===== src/rtl/vbuf_cfg_defs.vh =====
// Purpose: constants for the video buffer two-wire configuration slave
// Assumes: 50 MHz system clock
// Notes:   channel subaddress codes 1 to 3 select register indices 0 to 2
`ifndef VBUF_CFG_DEFS_VH
`define VBUF_CFG_DEFS_VH
`define ADDR_FIXED_BITS   5'b01011
`define SUB_CHANNEL_1     8'h01
`define SUB_CHANNEL_2     8'h02
`define SUB_CHANNEL_3     8'h03
`define CHANNEL_COUNT     3
`define FLD_CLAMP_MSB     7
`define FLD_CLAMP_LSB     6
`define FLD_MUX_BIT       5
`define FLD_LPF_MSB       4
`define FLD_LPF_LSB       3
`define FLD_BIAS_MSB      2
`define FLD_BIAS_LSB      0
`define DIR_WRITE         1'b0
`define DIR_READ          1'b1
`define CLK_PERIOD_NS     20
// extra clocks of data hold after synced SCL fall; sync delay already gives some
`define HOLD_CYCLES       6'd0
`endif


===== src/rtl/chan_reg_file.v =====
// Purpose: three byte channel configuration store, registered read port
// Assumes: single clock, one write per cycle
// Notes:   contents have no reset value on purpose
`timescale 1ns/1ps
`default_nettype none
module chan_reg_file #(
  parameter DEPTH = 3
) (
  // clock
  input  wire       clk,
  // write port
  input  wire       wr_en,
  input  wire [1:0] wr_idx,
  input  wire [7:0] wr_data,
  // read port
  input  wire [1:0] rd_idx,
  output reg  [7:0] rd_data
);
  reg [7:0] mem [0:DEPTH-1];

  // no reset: power-up contents arbitrary
  always @(posedge clk) begin
    if (wr_en) begin
      mem[wr_idx] <= wr_data;
    end
    rd_data <= mem[rd_idx];
  end
endmodule
`default_nettype wire


===== src/rtl/vbuf_i2c_slave.v =====
// Purpose: two-wire slave holding three channel configuration bytes
// Assumes: clk 50 MHz, bus lines oversampled, master drives all clocks
// Notes:   one data byte per transfer; registers power up arbitrary
`timescale 1ns/1ps
`default_nettype none
`include "vbuf_cfg_defs.vh"

module vbuf_i2c_slave (
  // clock and reset
  input  wire       clk,
  input  wire       rst_b,
  // two-wire bus, open drain
  input  wire       scl_in,
  output reg        scl_out,
  output reg        scl_oe,
  input  wire       sda_in,
  output reg        sda_out,
  output reg        sda_oe,
  // address select pins
  input  wire       addr_select_upper_pin,
  input  wire       addr_select_lower_pin,
  // channel fields
  output reg  [1:0] ch1_tip_clamp_filter_select,
  output reg        ch1_input_mux_select,
  output reg  [1:0] ch1_lowpass_select,
  output reg  [2:0] ch1_bias_mode,
  output reg  [1:0] ch2_tip_clamp_filter_select,
  output reg        ch2_input_mux_select,
  output reg  [1:0] ch2_lowpass_select,
  output reg  [2:0] ch2_bias_mode,
  output reg  [1:0] ch3_tip_clamp_filter_select,
  output reg        ch3_input_mux_select,
  output reg  [1:0] ch3_lowpass_select,
  output reg  [2:0] ch3_bias_mode
);
  localparam [2:0] ST_IDLE   = 3'd0;
  localparam [2:0] ST_ADDR   = 3'd1;
  localparam [2:0] ST_SUB    = 3'd2;
  localparam [2:0] ST_DATA   = 3'd3;
  localparam [2:0] ST_TX     = 3'd4;
  localparam [2:0] ST_ACK    = 3'd5;
  localparam [2:0] ST_RXACK  = 3'd6;
  localparam [2:0] ST_IGNORE = 3'd7;

  ////////////////////////////////////////////////////////////////////////////
  // synchronisers
  reg       scl_m;
  reg       scl_s;
  reg       scl_d;
  reg       sda_m;
  reg       sda_s;
  reg       sda_d;
  reg       sel_hi_m;
  reg       sel_hi_s;
  reg       sel_lo_m;
  reg       sel_lo_s;

  // oversampled far above bus rate, two stages before use
  always @(posedge clk or negedge rst_b) begin
    if (!rst_b) begin
      scl_m    <= 1'b1;
      scl_s    <= 1'b1;
      scl_d    <= 1'b1;
      sda_m    <= 1'b1;
      sda_s    <= 1'b1;
      sda_d    <= 1'b1;
      sel_hi_m <= 1'b0;
      sel_hi_s <= 1'b0;
      sel_lo_m <= 1'b0;
      sel_lo_s <= 1'b0;
    end else begin
      scl_m    <= scl_in;
      scl_s    <= scl_m;
      scl_d    <= scl_s;
      sda_m    <= sda_in;
      sda_s    <= sda_m;
      sda_d    <= sda_s;
      sel_hi_m <= addr_select_upper_pin;
      sel_hi_s <= sel_hi_m;
      sel_lo_m <= addr_select_lower_pin;
      sel_lo_s <= sel_lo_m;
    end
  end

  wire scl_rise   = scl_s & ~scl_d;
  wire scl_fall   = ~scl_s & scl_d;
  wire start_seen = scl_s & scl_d & sda_d & ~sda_s;
  wire stop_seen  = scl_s & scl_d & ~sda_d & sda_s;

  ////////////////////////////////////////////////////////////////////////////
  // protocol engine
  reg [2:0] state;
  reg [2:0] ack_next;
  reg [3:0] bit_cnt;
  reg [7:0] shift;
  reg [1:0] sub_idx;
  reg       sub_valid;
  reg       wr_en;
  reg [1:0] wr_idx;
  reg [7:0] wr_data;
  reg [5:0] hold_cnt;
  reg       sda_pend;
  reg       sda_pend_val;
  wire [7:0] rd_data;

  // fixed bits then live pin levels
  wire [6:0] own_addr = {`ADDR_FIXED_BITS, sel_hi_s, sel_lo_s};

  function [1:0] sub_decode;
    input [7:0] code;
    begin
      if (code == `SUB_CHANNEL_1) begin
        sub_decode = 2'd0;
      end else if (code == `SUB_CHANNEL_2) begin
        sub_decode = 2'd1;
      end else begin
        sub_decode = 2'd2;
      end
    end
  endfunction

  always @(posedge clk or negedge rst_b) begin
    if (!rst_b) begin
      state        <= ST_IDLE;
      ack_next     <= ST_IGNORE;
      bit_cnt      <= 4'h0;
      shift        <= 8'h00;
      sub_idx      <= 2'd0;
      sub_valid    <= 1'b0;
      wr_en        <= 1'b0;
      wr_idx       <= 2'd0;
      wr_data      <= 8'h00;
      sda_pend     <= 1'b0;
      sda_pend_val <= 1'b0;
      hold_cnt     <= 6'h00;
      sda_out      <= 1'b0;
      sda_oe       <= 1'b0;
    end else begin
      wr_en <= 1'b0;
      // SDA changes a hold time after SCL falls, so only while low
      if (sda_pend) begin
        if (hold_cnt == 6'h00) begin
          sda_pend <= 1'b0;
          sda_oe   <= sda_pend_val;
        end else begin
          hold_cnt <= hold_cnt - 6'h01;
        end
      end
      if (start_seen) begin
        // first byte after any start is address
        state    <= ST_ADDR;
        bit_cnt  <= 4'h0;
        sda_pend <= 1'b0;
        sda_oe   <= 1'b0;
      end else if (stop_seen) begin
        state    <= ST_IDLE;  // release bus
        sda_pend <= 1'b0;
        sda_oe   <= 1'b0;
      end else if (scl_rise) begin
        case (state)
          ST_ADDR, ST_SUB, ST_DATA: begin
            shift   <= {shift[6:0], sda_s};  // msb first
            bit_cnt <= bit_cnt + 4'h1;
          end
          ST_TX: begin
            bit_cnt <= bit_cnt + 4'h1;
          end
          ST_RXACK: begin
            // nack or ack: one byte only, then ignore
            state <= ST_IGNORE;
          end
          default: begin
          end
        endcase
      end else if (scl_fall) begin
        case (state)
          ST_IDLE: begin
            // stray clock clears any stuck drive
            sda_pend <= 1'b0;
            sda_oe   <= 1'b0;
          end
          ST_ADDR: begin
            if (bit_cnt == 4'h8) begin
              bit_cnt <= 4'h0;
              if (shift[7:1] == own_addr) begin
                sda_pend     <= 1'b1;  // acknowledge on match
                sda_pend_val <= 1'b1;
                hold_cnt     <= `HOLD_CYCLES;
                state        <= ST_ACK;
                if (shift[0] == `DIR_READ) begin
                  ack_next <= ST_TX;
                end else begin
                  ack_next <= ST_SUB;
                end
              end else begin
                state <= ST_IGNORE;
              end
            end
          end
          ST_SUB, ST_DATA: begin
            if (bit_cnt == 4'h8) begin
              bit_cnt      <= 4'h0;
              sda_pend     <= 1'b1;
              sda_pend_val <= 1'b1;
              hold_cnt     <= `HOLD_CYCLES;
              state        <= ST_ACK;
              if (state == ST_SUB) begin
                // subaddress kept for a later read
                sub_valid <= (shift == `SUB_CHANNEL_1) || (shift == `SUB_CHANNEL_2) ||
                             (shift == `SUB_CHANNEL_3);
                sub_idx   <= sub_decode(shift);
                ack_next  <= ST_DATA;
              end else begin
                // one data byte only, invalid subaddress ignored
                wr_en    <= sub_valid;
                wr_idx   <= sub_idx;
                wr_data  <= shift;
                ack_next <= ST_IGNORE;
              end
            end
          end
          ST_ACK: begin
            if (ack_next == ST_TX) begin
              shift        <= {rd_data[6:0], 1'b0};  // selected register
              sda_pend     <= 1'b1;
              sda_pend_val <= ~rd_data[7];
              hold_cnt     <= `HOLD_CYCLES;
              bit_cnt      <= 4'h1;
            end else begin
              sda_pend     <= 1'b1;  // release after ack clock
              sda_pend_val <= 1'b0;
              hold_cnt     <= `HOLD_CYCLES;
              bit_cnt      <= 4'h0;
            end
            state <= ack_next;
          end
          ST_TX: begin
            sda_pend <= 1'b1;
            hold_cnt <= `HOLD_CYCLES;
            // count starts at 1, so 9 means all eight bits went out
            if (bit_cnt == 4'h9) begin
              sda_pend_val <= 1'b0;  // free line for master ack
              state        <= ST_RXACK;
            end else begin
              sda_pend_val <= ~shift[7];  // low only, open drain
              shift        <= {shift[6:0], 1'b0};
            end
          end
          default: begin
          end
        endcase
      end
      // sda_out fixed low: line only pulled low
      sda_out <= 1'b0;
    end
  end

  ////////////////////////////////////////////////////////////////////////////
  // channel store and field outputs
  chan_reg_file #(
    .DEPTH (`CHANNEL_COUNT)
  ) u_regs (
    .clk     (clk),
    .wr_en   (wr_en),
    .wr_idx  (wr_idx),
    .wr_data (wr_data),
    .rd_idx  (sub_idx),
    .rd_data (rd_data)
  );

  // field outputs straight from flops, no reset
  always @(posedge clk) begin
    if (wr_en && wr_idx == 2'd0) begin
      ch1_tip_clamp_filter_select <= wr_data[`FLD_CLAMP_MSB:`FLD_CLAMP_LSB];
      ch1_input_mux_select        <= wr_data[`FLD_MUX_BIT];
      ch1_lowpass_select          <= wr_data[`FLD_LPF_MSB:`FLD_LPF_LSB];
      ch1_bias_mode               <= wr_data[`FLD_BIAS_MSB:`FLD_BIAS_LSB];
    end
    if (wr_en && wr_idx == 2'd1) begin
      ch2_tip_clamp_filter_select <= wr_data[`FLD_CLAMP_MSB:`FLD_CLAMP_LSB];
      ch2_input_mux_select        <= wr_data[`FLD_MUX_BIT];
      ch2_lowpass_select          <= wr_data[`FLD_LPF_MSB:`FLD_LPF_LSB];
      ch2_bias_mode               <= wr_data[`FLD_BIAS_MSB:`FLD_BIAS_LSB];
    end
    if (wr_en && wr_idx == 2'd2) begin
      ch3_tip_clamp_filter_select <= wr_data[`FLD_CLAMP_MSB:`FLD_CLAMP_LSB];
      ch3_input_mux_select        <= wr_data[`FLD_MUX_BIT];
      ch3_lowpass_select          <= wr_data[`FLD_LPF_MSB:`FLD_LPF_LSB];
      ch3_bias_mode               <= wr_data[`FLD_BIAS_MSB:`FLD_BIAS_LSB];
    end
  end

  // SCL never driven; slave only listens
  always @(posedge clk or negedge rst_b) begin
    if (!rst_b) begin
      scl_out <= 1'b0;
      scl_oe  <= 1'b0;
    end else begin
      scl_out <= 1'b0;
      scl_oe  <= 1'b0;
    end
  end
endmodule
`default_nettype wire


===== config.mk =====
export PLATFORM = sky130hd
export DESIGN_NAME = vbuf_i2c_slave
export DESIGN_NICKNAME = d
export VERILOG_FILES = /design/src/rtl/chan_reg_file.v /design/src/rtl/vbuf_i2c_slave.v
export VERILOG_INCLUDE_DIRS = /design/src /design/src/rtl
export SDC_FILE = /design/constraint.sdc
export NUM_CORES = 1
export LEC_CHECK = 0
export BUFFER_PORTS_ARGS = -buffer_cell sky130_fd_sc_hd__buf_2
export CAP_MARGIN = 0
export CORE_UTILIZATION = 59
export DETAILED_ROUTE_END_ITERATION = 6
export GPL_TIMING_DRIVEN = 0
export HOLD_SLACK_MARGIN = 0.08
export MAX_ROUTING_LAYER = met4
export PLACE_DENSITY_LB_ADDON = 0.2
export SYNTH_ARGS = -nofsm -noshare
export SYNTH_HDL_FRONTEND = slang
export SYNTH_SLANG_ARGS = --single-unit

===== constraint.sdc =====
create_clock -name clk -period 2.8 [get_ports clk]
set_input_delay 0.14 -clock clk [delete_from_list [all_inputs] [get_ports clk]]
set_output_delay 0.14 -clock clk [all_outputs]
set_load 0.005 [all_outputs]

# --- Word level (Yosys, flattened, before mapping) ---
# Memories as Yosys holds them, arrays and structs flattened. A register that Yosys moved wholly into a read port is not among the register bits.
# Index checks and enable logic that the tools add are counted.
# W data, S select, Z words.
totals:
  elab_cells: 184
  in_bits: 6
  ram_bits: 24
  memories: 1
  register_bits: 75
  out_inout_bits: 28
classes:
  n_addsub: 2
  n_eq_ne: 28
  n_reduce_logical: 27
  mux: 74
  bitwise: 17
memory_table:
  columns: ["memory", "depth", "width", "read_ports", "rd_ports_with_merged_regs", "write_ports", "line_no", "rtl"]
  rows:
  - ["u_regs.mem", 3, 8, 1, 1, 1, "chan_reg_file.v:19", "reg [7:0] mem [0:DEPTH-1];"]
ops:
  columns: ["op", "n"]
  rows:
  - ["$mux W6", 9]
  - ["$mux W8", 5]
  - ["$mux W3", 13]
  - ["$mux W1", 31]
  - ["$mux W4", 6]
  - ["$reduce_and A7 Y1", 3]
  - ["$pmux W6 S3", 1]
  - ["$eq A8 B2 Y1 const B", 2]
  - ["$pmux W8 S2", 1]
  - ["$reduce_and A8 Y1", 2]
  - ["$ne A5 B5 Y1 const B", 3]
  - ["$eq A3 B3 Y1 const B", 4]
  - ["$pmux W3 S4", 1]
  - ["$reduce_bool A4 Y1", 3]
  - ["$ne A2 B2 Y1 const B", 5]
  - ["$not A1 Y1", 10]
  - ["$eq A4 B4 Y1 const B", 2]
  - ["$eq A8 B1 Y1 const B", 1]
  - ["$ne A4 B1 Y1 const B", 2]
  - ["$pmux W1 S4", 2]
  - ["$pmux W4 S2", 1]
  - ["$and A1 B1 Y1", 7]
  - ["$eq A7 B6 Y1", 1]
  - ["$reduce_bool A7 Y1", 1]
  - ["other kinds (22)", 32]

# --- Logic depth before layout (Yosys ltp) ---
depth:
  ltp_word: 10
  ltp_mapped: 9
  depth_no_buf: 7

# --- Hierarchy ---
# Synthesis repeated with hierarchy kept, for this count alone.
unflattened:
  hier_cells: 359
  area_unflattened_um2: 4692.0
by_module_without_submodules:
  columns: ["mod", "seq_area_each_um2", "instances", "cells_each", "area_each_um2"]
  rows:
  - ["vbuf_i2c_slave", 2008.2, 1, 298, 3613.5]
  - ["chan_reg_file", 880.8, 1, 61, 1078.5]

# --- Worst setup path before layout ---
# OpenSTA, ideal clock, no wires.
synth_path:
  path_type: "register -> register"
  startpoint: "reg scl_s"
  endpoint: "reg state[0]"
  slack_ns: 0.635
  n_path_buf: 1
  arrival_ns: 2.039
  period_less_slack_ns: 2.165
  stages_incl_launch_ff: 8
  setup_ns: 0.126
  t_required_ns: 2.674
  cell_sequence: "dfstp_2 ha_1 clkbuf_1 and3b_1 o221ai_1 nor3_2 mux2_1 o32a_1"
synth_via:
  elab_chain_cells: 5
  elab_cells_between_ends: 18
  cone_classes: "4 x eq/ne; 3 x mux; 8 x bitwise; 3 x reduce/logical"
synth_rtl:
  columns: ["item", "line_no", "rtl"]
  rows:
  - ["start: declaration", "vbuf_i2c_slave.v:48", "reg scl_s;"]
  - ["start signal: assignment", "vbuf_i2c_slave.v:73", "scl_s <= scl_m;"]
  - ["$and A1 B1 Y1", "vbuf_i2c_slave.v:87, vbuf_i2c_slave.v:88", null]
  - ["$and A1 B1 Y1 (on tied branches) (2 in series)", "vbuf_i2c_slave.v:87, vbuf_i2c_slave.v:88", null]
  - ["$ne A5 B5 Y1 (no source line) (tied with other cells)", null, null]
  - ["$reduce_and A6 Y1 (no source line) or $mux W3 (tied branches)", null, null]
  - ["end signal: assignment", "vbuf_i2c_slave.v:235", "state <= ack_next;"]
  - ["end: declaration", "vbuf_i2c_slave.v:92", "reg [2:0] state;"]
# Several ways; a longest one is shown, not always the timed one.
# A chain may end at the register's enable or synchronous reset.

# --- Worst setup path in the final report ---
layout_path:
  startpoint: "reg scl_d"
  endpoint: "reg shift[2]"
layout_via:
  elab_chain_cells: 5
  elab_cells_between_ends: 17
  cone_classes: "3 x eq/ne; 1 x mux; 10 x bitwise; 3 x reduce/logical"
layout_rtl:
  columns: ["item", "line_no", "rtl"]
  rows:
  - ["start: declaration", "vbuf_i2c_slave.v:49", "reg scl_d;"]
  - ["start signal: assignment", "vbuf_i2c_slave.v:74", "scl_d <= scl_s;"]
  - ["$and A1 B1 Y1", "vbuf_i2c_slave.v:87, vbuf_i2c_slave.v:88", null]
  - ["$and A1 B1 Y1 (on tied branches) (2 in series)", "vbuf_i2c_slave.v:88, vbuf_i2c_slave.v:87", null]
  - ["$not A1 Y1 (no source line)", null, null]
  - ["$reduce_and A7 Y1 (no source line)", null, null]
  - ["end signal: assignment", "vbuf_i2c_slave.v:162", "shift <= {shift[6:0], sda_s};"]
  - ["end signal: assignment", "vbuf_i2c_slave.v:224", "shift <= {rd_data[6:0], 1'b0};"]
  - ["end signal: assignment", "vbuf_i2c_slave.v:246", "shift <= {shift[6:0], 1'b0};"]
  - ["end: declaration", "vbuf_i2c_slave.v:95", "reg [7:0] shift;"]
# Several ways; a longest one is shown, not always the timed one.

==> impl_results.rst <==
.. list-table::
   :header-rows: 1

   * - Metric
     - Value
   * - Proportion of netlist area held by the largest area contributor
     - 26.9%
   * - Via count of the first global-routing pass
     - 2675
   * - Pin count of the biggest net entering global routing
     - 52
   * - Post-Route WL
     - 7.66 mm
   * - Depth of the CTS H-tree
     - 3
   * - Worst Setup End Kind
     - flop
   * - Clock-pin slew on the worst setup and hold paths
     - 80 ps
   * - Total of buffers placed on input and output ports
     - 30
   * - DRC violation count after routing
     - 0
   * - Layout-stage area growth over the synthesis result
     - 13.7%
   * - Fraction of final layout cells sized beyond drive strength 1
     - 24.8%
   * - Die Y
     - 83.3 µm
   * - Max stage delay on crit path
     - 550 ps
   * - Number of standard cells after synthesis
     - 330
   * - Filler-free cell count of the finished design
     - 460
   * - Critical path class
     - flop to flop
   * - Worst-path cell chain
     - inv_1 > ha_1 > clkbuf_1 > buf_2 > a31oi_2 > mux2_2 > mux2_4
   * - Net switching component of the power
     - 0.00119 W
   * - DP Worst Slack
     - 295 ps
   * - Fraction of power consumed by the clock network
     - 26.3%
   * - CTS root buf
     - clkbuf_8
   * - Classification of the worst-slack hold path
     - flop to flop
   * - Switching portion of total power
     - 32.8%
   * - Largest delay contributor family on the critical path
     - multiplexers
   * - Internal power summed over all cells
     - 0.00243 W
   * - Count of maximum capacitance violations
     - 0
   * - Overflow left after global routing
     - 0
   * - Tcrit/Tclk final
     - 88.7%
   * - Peak supply drop
     - 552 µV
   * - Core utilization of the finished layout
     - 69.9%
   * - Number of rows created at floorplan
     - 29
   * - Relative slew slack
     - 25.5%
   * - Worst Path Arrival
     - 2710 ps
   * - EDFF count, synth
     - 24
   * - Die outline width
     - 83.3 µm
   * - Pwr/cell area
     - 817 mW/mm²
   * - Result of the run
     - complete, no violations
   * - Unrepaired setup endpoints after global routing
     - false
   * - Overall power
     - 0.00362 W
   * - Global router's overall resource usage
     - 24.5%
   * - Maximum clock frequency
     - 403 MHz
   * - DP Wirelength
     - 5.21 mm
   * - Clock Skew
     - 7.63 ps
   * - Total number of clock tree sinks
     - 83
   * - Clock buffer count from CTS
     - 9
   * - Wire length of the first global-routing pass
     - 12.8 mm
   * - Pre-Repair DR Iteration Count
     - 4
   * - Cell at the slowest stage of the critical path
     - dfstp_2
   * - CTS tree
     - yes
   * - Count of buffering cells on the critical path with inverters included
     - 3
   * - Post-synthesis async set-or-reset flop share
     - 61.4%
   * - Biggest area contributors in the synthesized netlist
     - dfrtp_1 (27%), edfxtp_1 (18%), dfstp_2 (6.1%)
   * - Sort of element at the start of the critical path
     - flop
   * - Count of state elements after synthesis
     - 83
   * - Post-DR vias/cell
     - 5.87
   * - Worst-Skew Late Latency
     - 350 ps
   * - Yosys cell types
     - 63
   * - Cell taking the most area after synthesis
     - dfrtp_1
   * - Routability-driven placement congestion ratio
     - 0.901
   * - Min Clock Period, post-route
     - 2480 ps
   * - Endpoints failing setup
     - 0
   * - Fin nets
     - 395
   * - Peak fanout along the critical path
     - 10
   * - Required arrival time at the worst endpoint
     - 3030 ps
   * - Seq pwr share
     - 44.0%
   * - Initial Utilization
     - 61.4%
   * - Antenna violations before repair
     - 0
   * - Total via count in the routed design
     - 2701
   * - Post-Syn Area
     - 0.00390 mm²
   * - Leakage power
     - 1.84 nW
   * - Number of slew-limit violations in the final report
     - 0
   * - Portion of the post-synthesis area used by sequential elements
     - 55.6%
   * - Yosys warns
     - 0
   * - Count of inserted antenna diode cells
     - 0
   * - Hold Fails Final Rpt
     - 0
   * - Portion of total power attributed to combinational logic
     - 29.7%
   * - Longest Clk Path Bufs
     - 2
   * - Total die area
     - 0.00694 mm²
   * - Transition time at the pin with the least slew margin
     - 1120 ps
   * - Mean cell area of the mapped netlist
     - 11.8 µm²
   * - Dominant synthesized flop cell
     - dfrtp_1
   * - Count of boundary I/O pins
     - 34
   * - Wirelength per Cell
     - 16.6 µm
   * - Floorplan core area
     - 0.00635 mm²
   * - Setup TNS
     - 0 ps
   * - Number of routed nets with antenna violations
     - 0
   * - Number of violations reported at the end of detailed-routing iteration 0
     - 171
   * - Worst Slack Setup Final
     - 316 ps
   * - Number of instances in the placed design
     - 439
## synthesized netlist by cell type, drive strengths merged (6+ instances only)
library cell,number
dfrtp,42
nand2,27
mux2,25
edfxtp,24
nor2,24
inv,18
o21ai,17
mux2i,13
ha,11
buf,10
a21oi,9
dfstp,9
dfxtp,8
clkbuf,6
nand3,6
nor3,6
## repair_timing
action,CTS,global route
gates resized for setup,0,0
endpoints found under the hold margin,46,0
hold buffers,5,0
setup buffers,0,0
## metal layers
metal / vias to the layer above / share of wire [%] / global-route usage, %
li1: 1286 / - / -
met1: 1322 / 45 / 30.5
met2: 77 / 48 / 39.2
met3: 16 / 5.1 / 6.26
met4: 0 / 1.7 / 8.46
met5: - / 0 / -
## flip-flops by register name, summed over array words and instances (netlist names), 2 cells and up
register,cells
u_regs.rd_data,8
wr_idx,2
shift,8
state,3
bit_cnt,4
wr_data,8
sub_idx,2
u_regs.mem,24
hold_cnt,6
ack_next,3
## cell families (layout without fill, tap and decap cells)
family          count (synthesis)  after routing  share of synthesized area (%)
simple gates                   95             95                           13.1
flops                          83             83                           55.6
compound gates                 59             59                           10.6
mux                            38             38                           11.2
buf+inv                        34             85                           3.85
fa+ha+maj                      11             11                           3.53
xor+xnor                        9              9                           2.02
other cells                     1              3                         0.0961
## power groups by stage
stage	Combinational [W]	Clock (W)	Sequential (W)
floorplan	0.000864	0	0.00156
global placement	0.00104	0	0.00161
detailed placement	0.00106	0	0.00161
CTS	0.00107	0.000981	0.00159
global route	0.00120	0.00103	0.00163
finish	0.00108	0.000952	0.00160
## worst paths after layout
check	cells past startpoint	end	slack, ps	startpoint
max reg2reg	7	shift[2]	320	scl_d
min	0	scl_s	360	scl_m
min in group asynchronous	2	shift[6]	550	rst_b
min reg2reg	0	scl_s	360	scl_m
max in group asynchronous	2	bit_cnt[0]	1570	rst_b
max	7	shift[2]	320	scl_d
## area by class of cell
class / count / area, µm²
Tap cell: 77 / 96.3
Clock inverter: 5 / 85.1
Inverter: 18 / 67.6
Timing Repair Buffer: 35 / 200
Multi-Input combinational cell: 215 / 1600
Fill cell: 451 / 1910
Sequential cell: 83 / 2170
Buffer: 16 / 82.6
Clock buffer: 11 / 141
## stage by stage
stage	instance area [µm²]	hold slack (ps)
3_3_place_gp	4160	246
3_5_place_dp	4160	247
6_report	4440	359
5_1_grt	4440	366
4_1_cts	4430	362
2_1_floorplan	3910	-156
## cell usage in the layout (no fill, tap or decap), drive strengths merged, types with 13 or more instances in the layout
cell type,n
o21ai,17
nand2,27
mux2i,13
mux2,25
dfrtp,42
clkbuf,17
inv,19
nor2,24
edfxtp,24
buf,40
(Power assumes the default switching activity.)
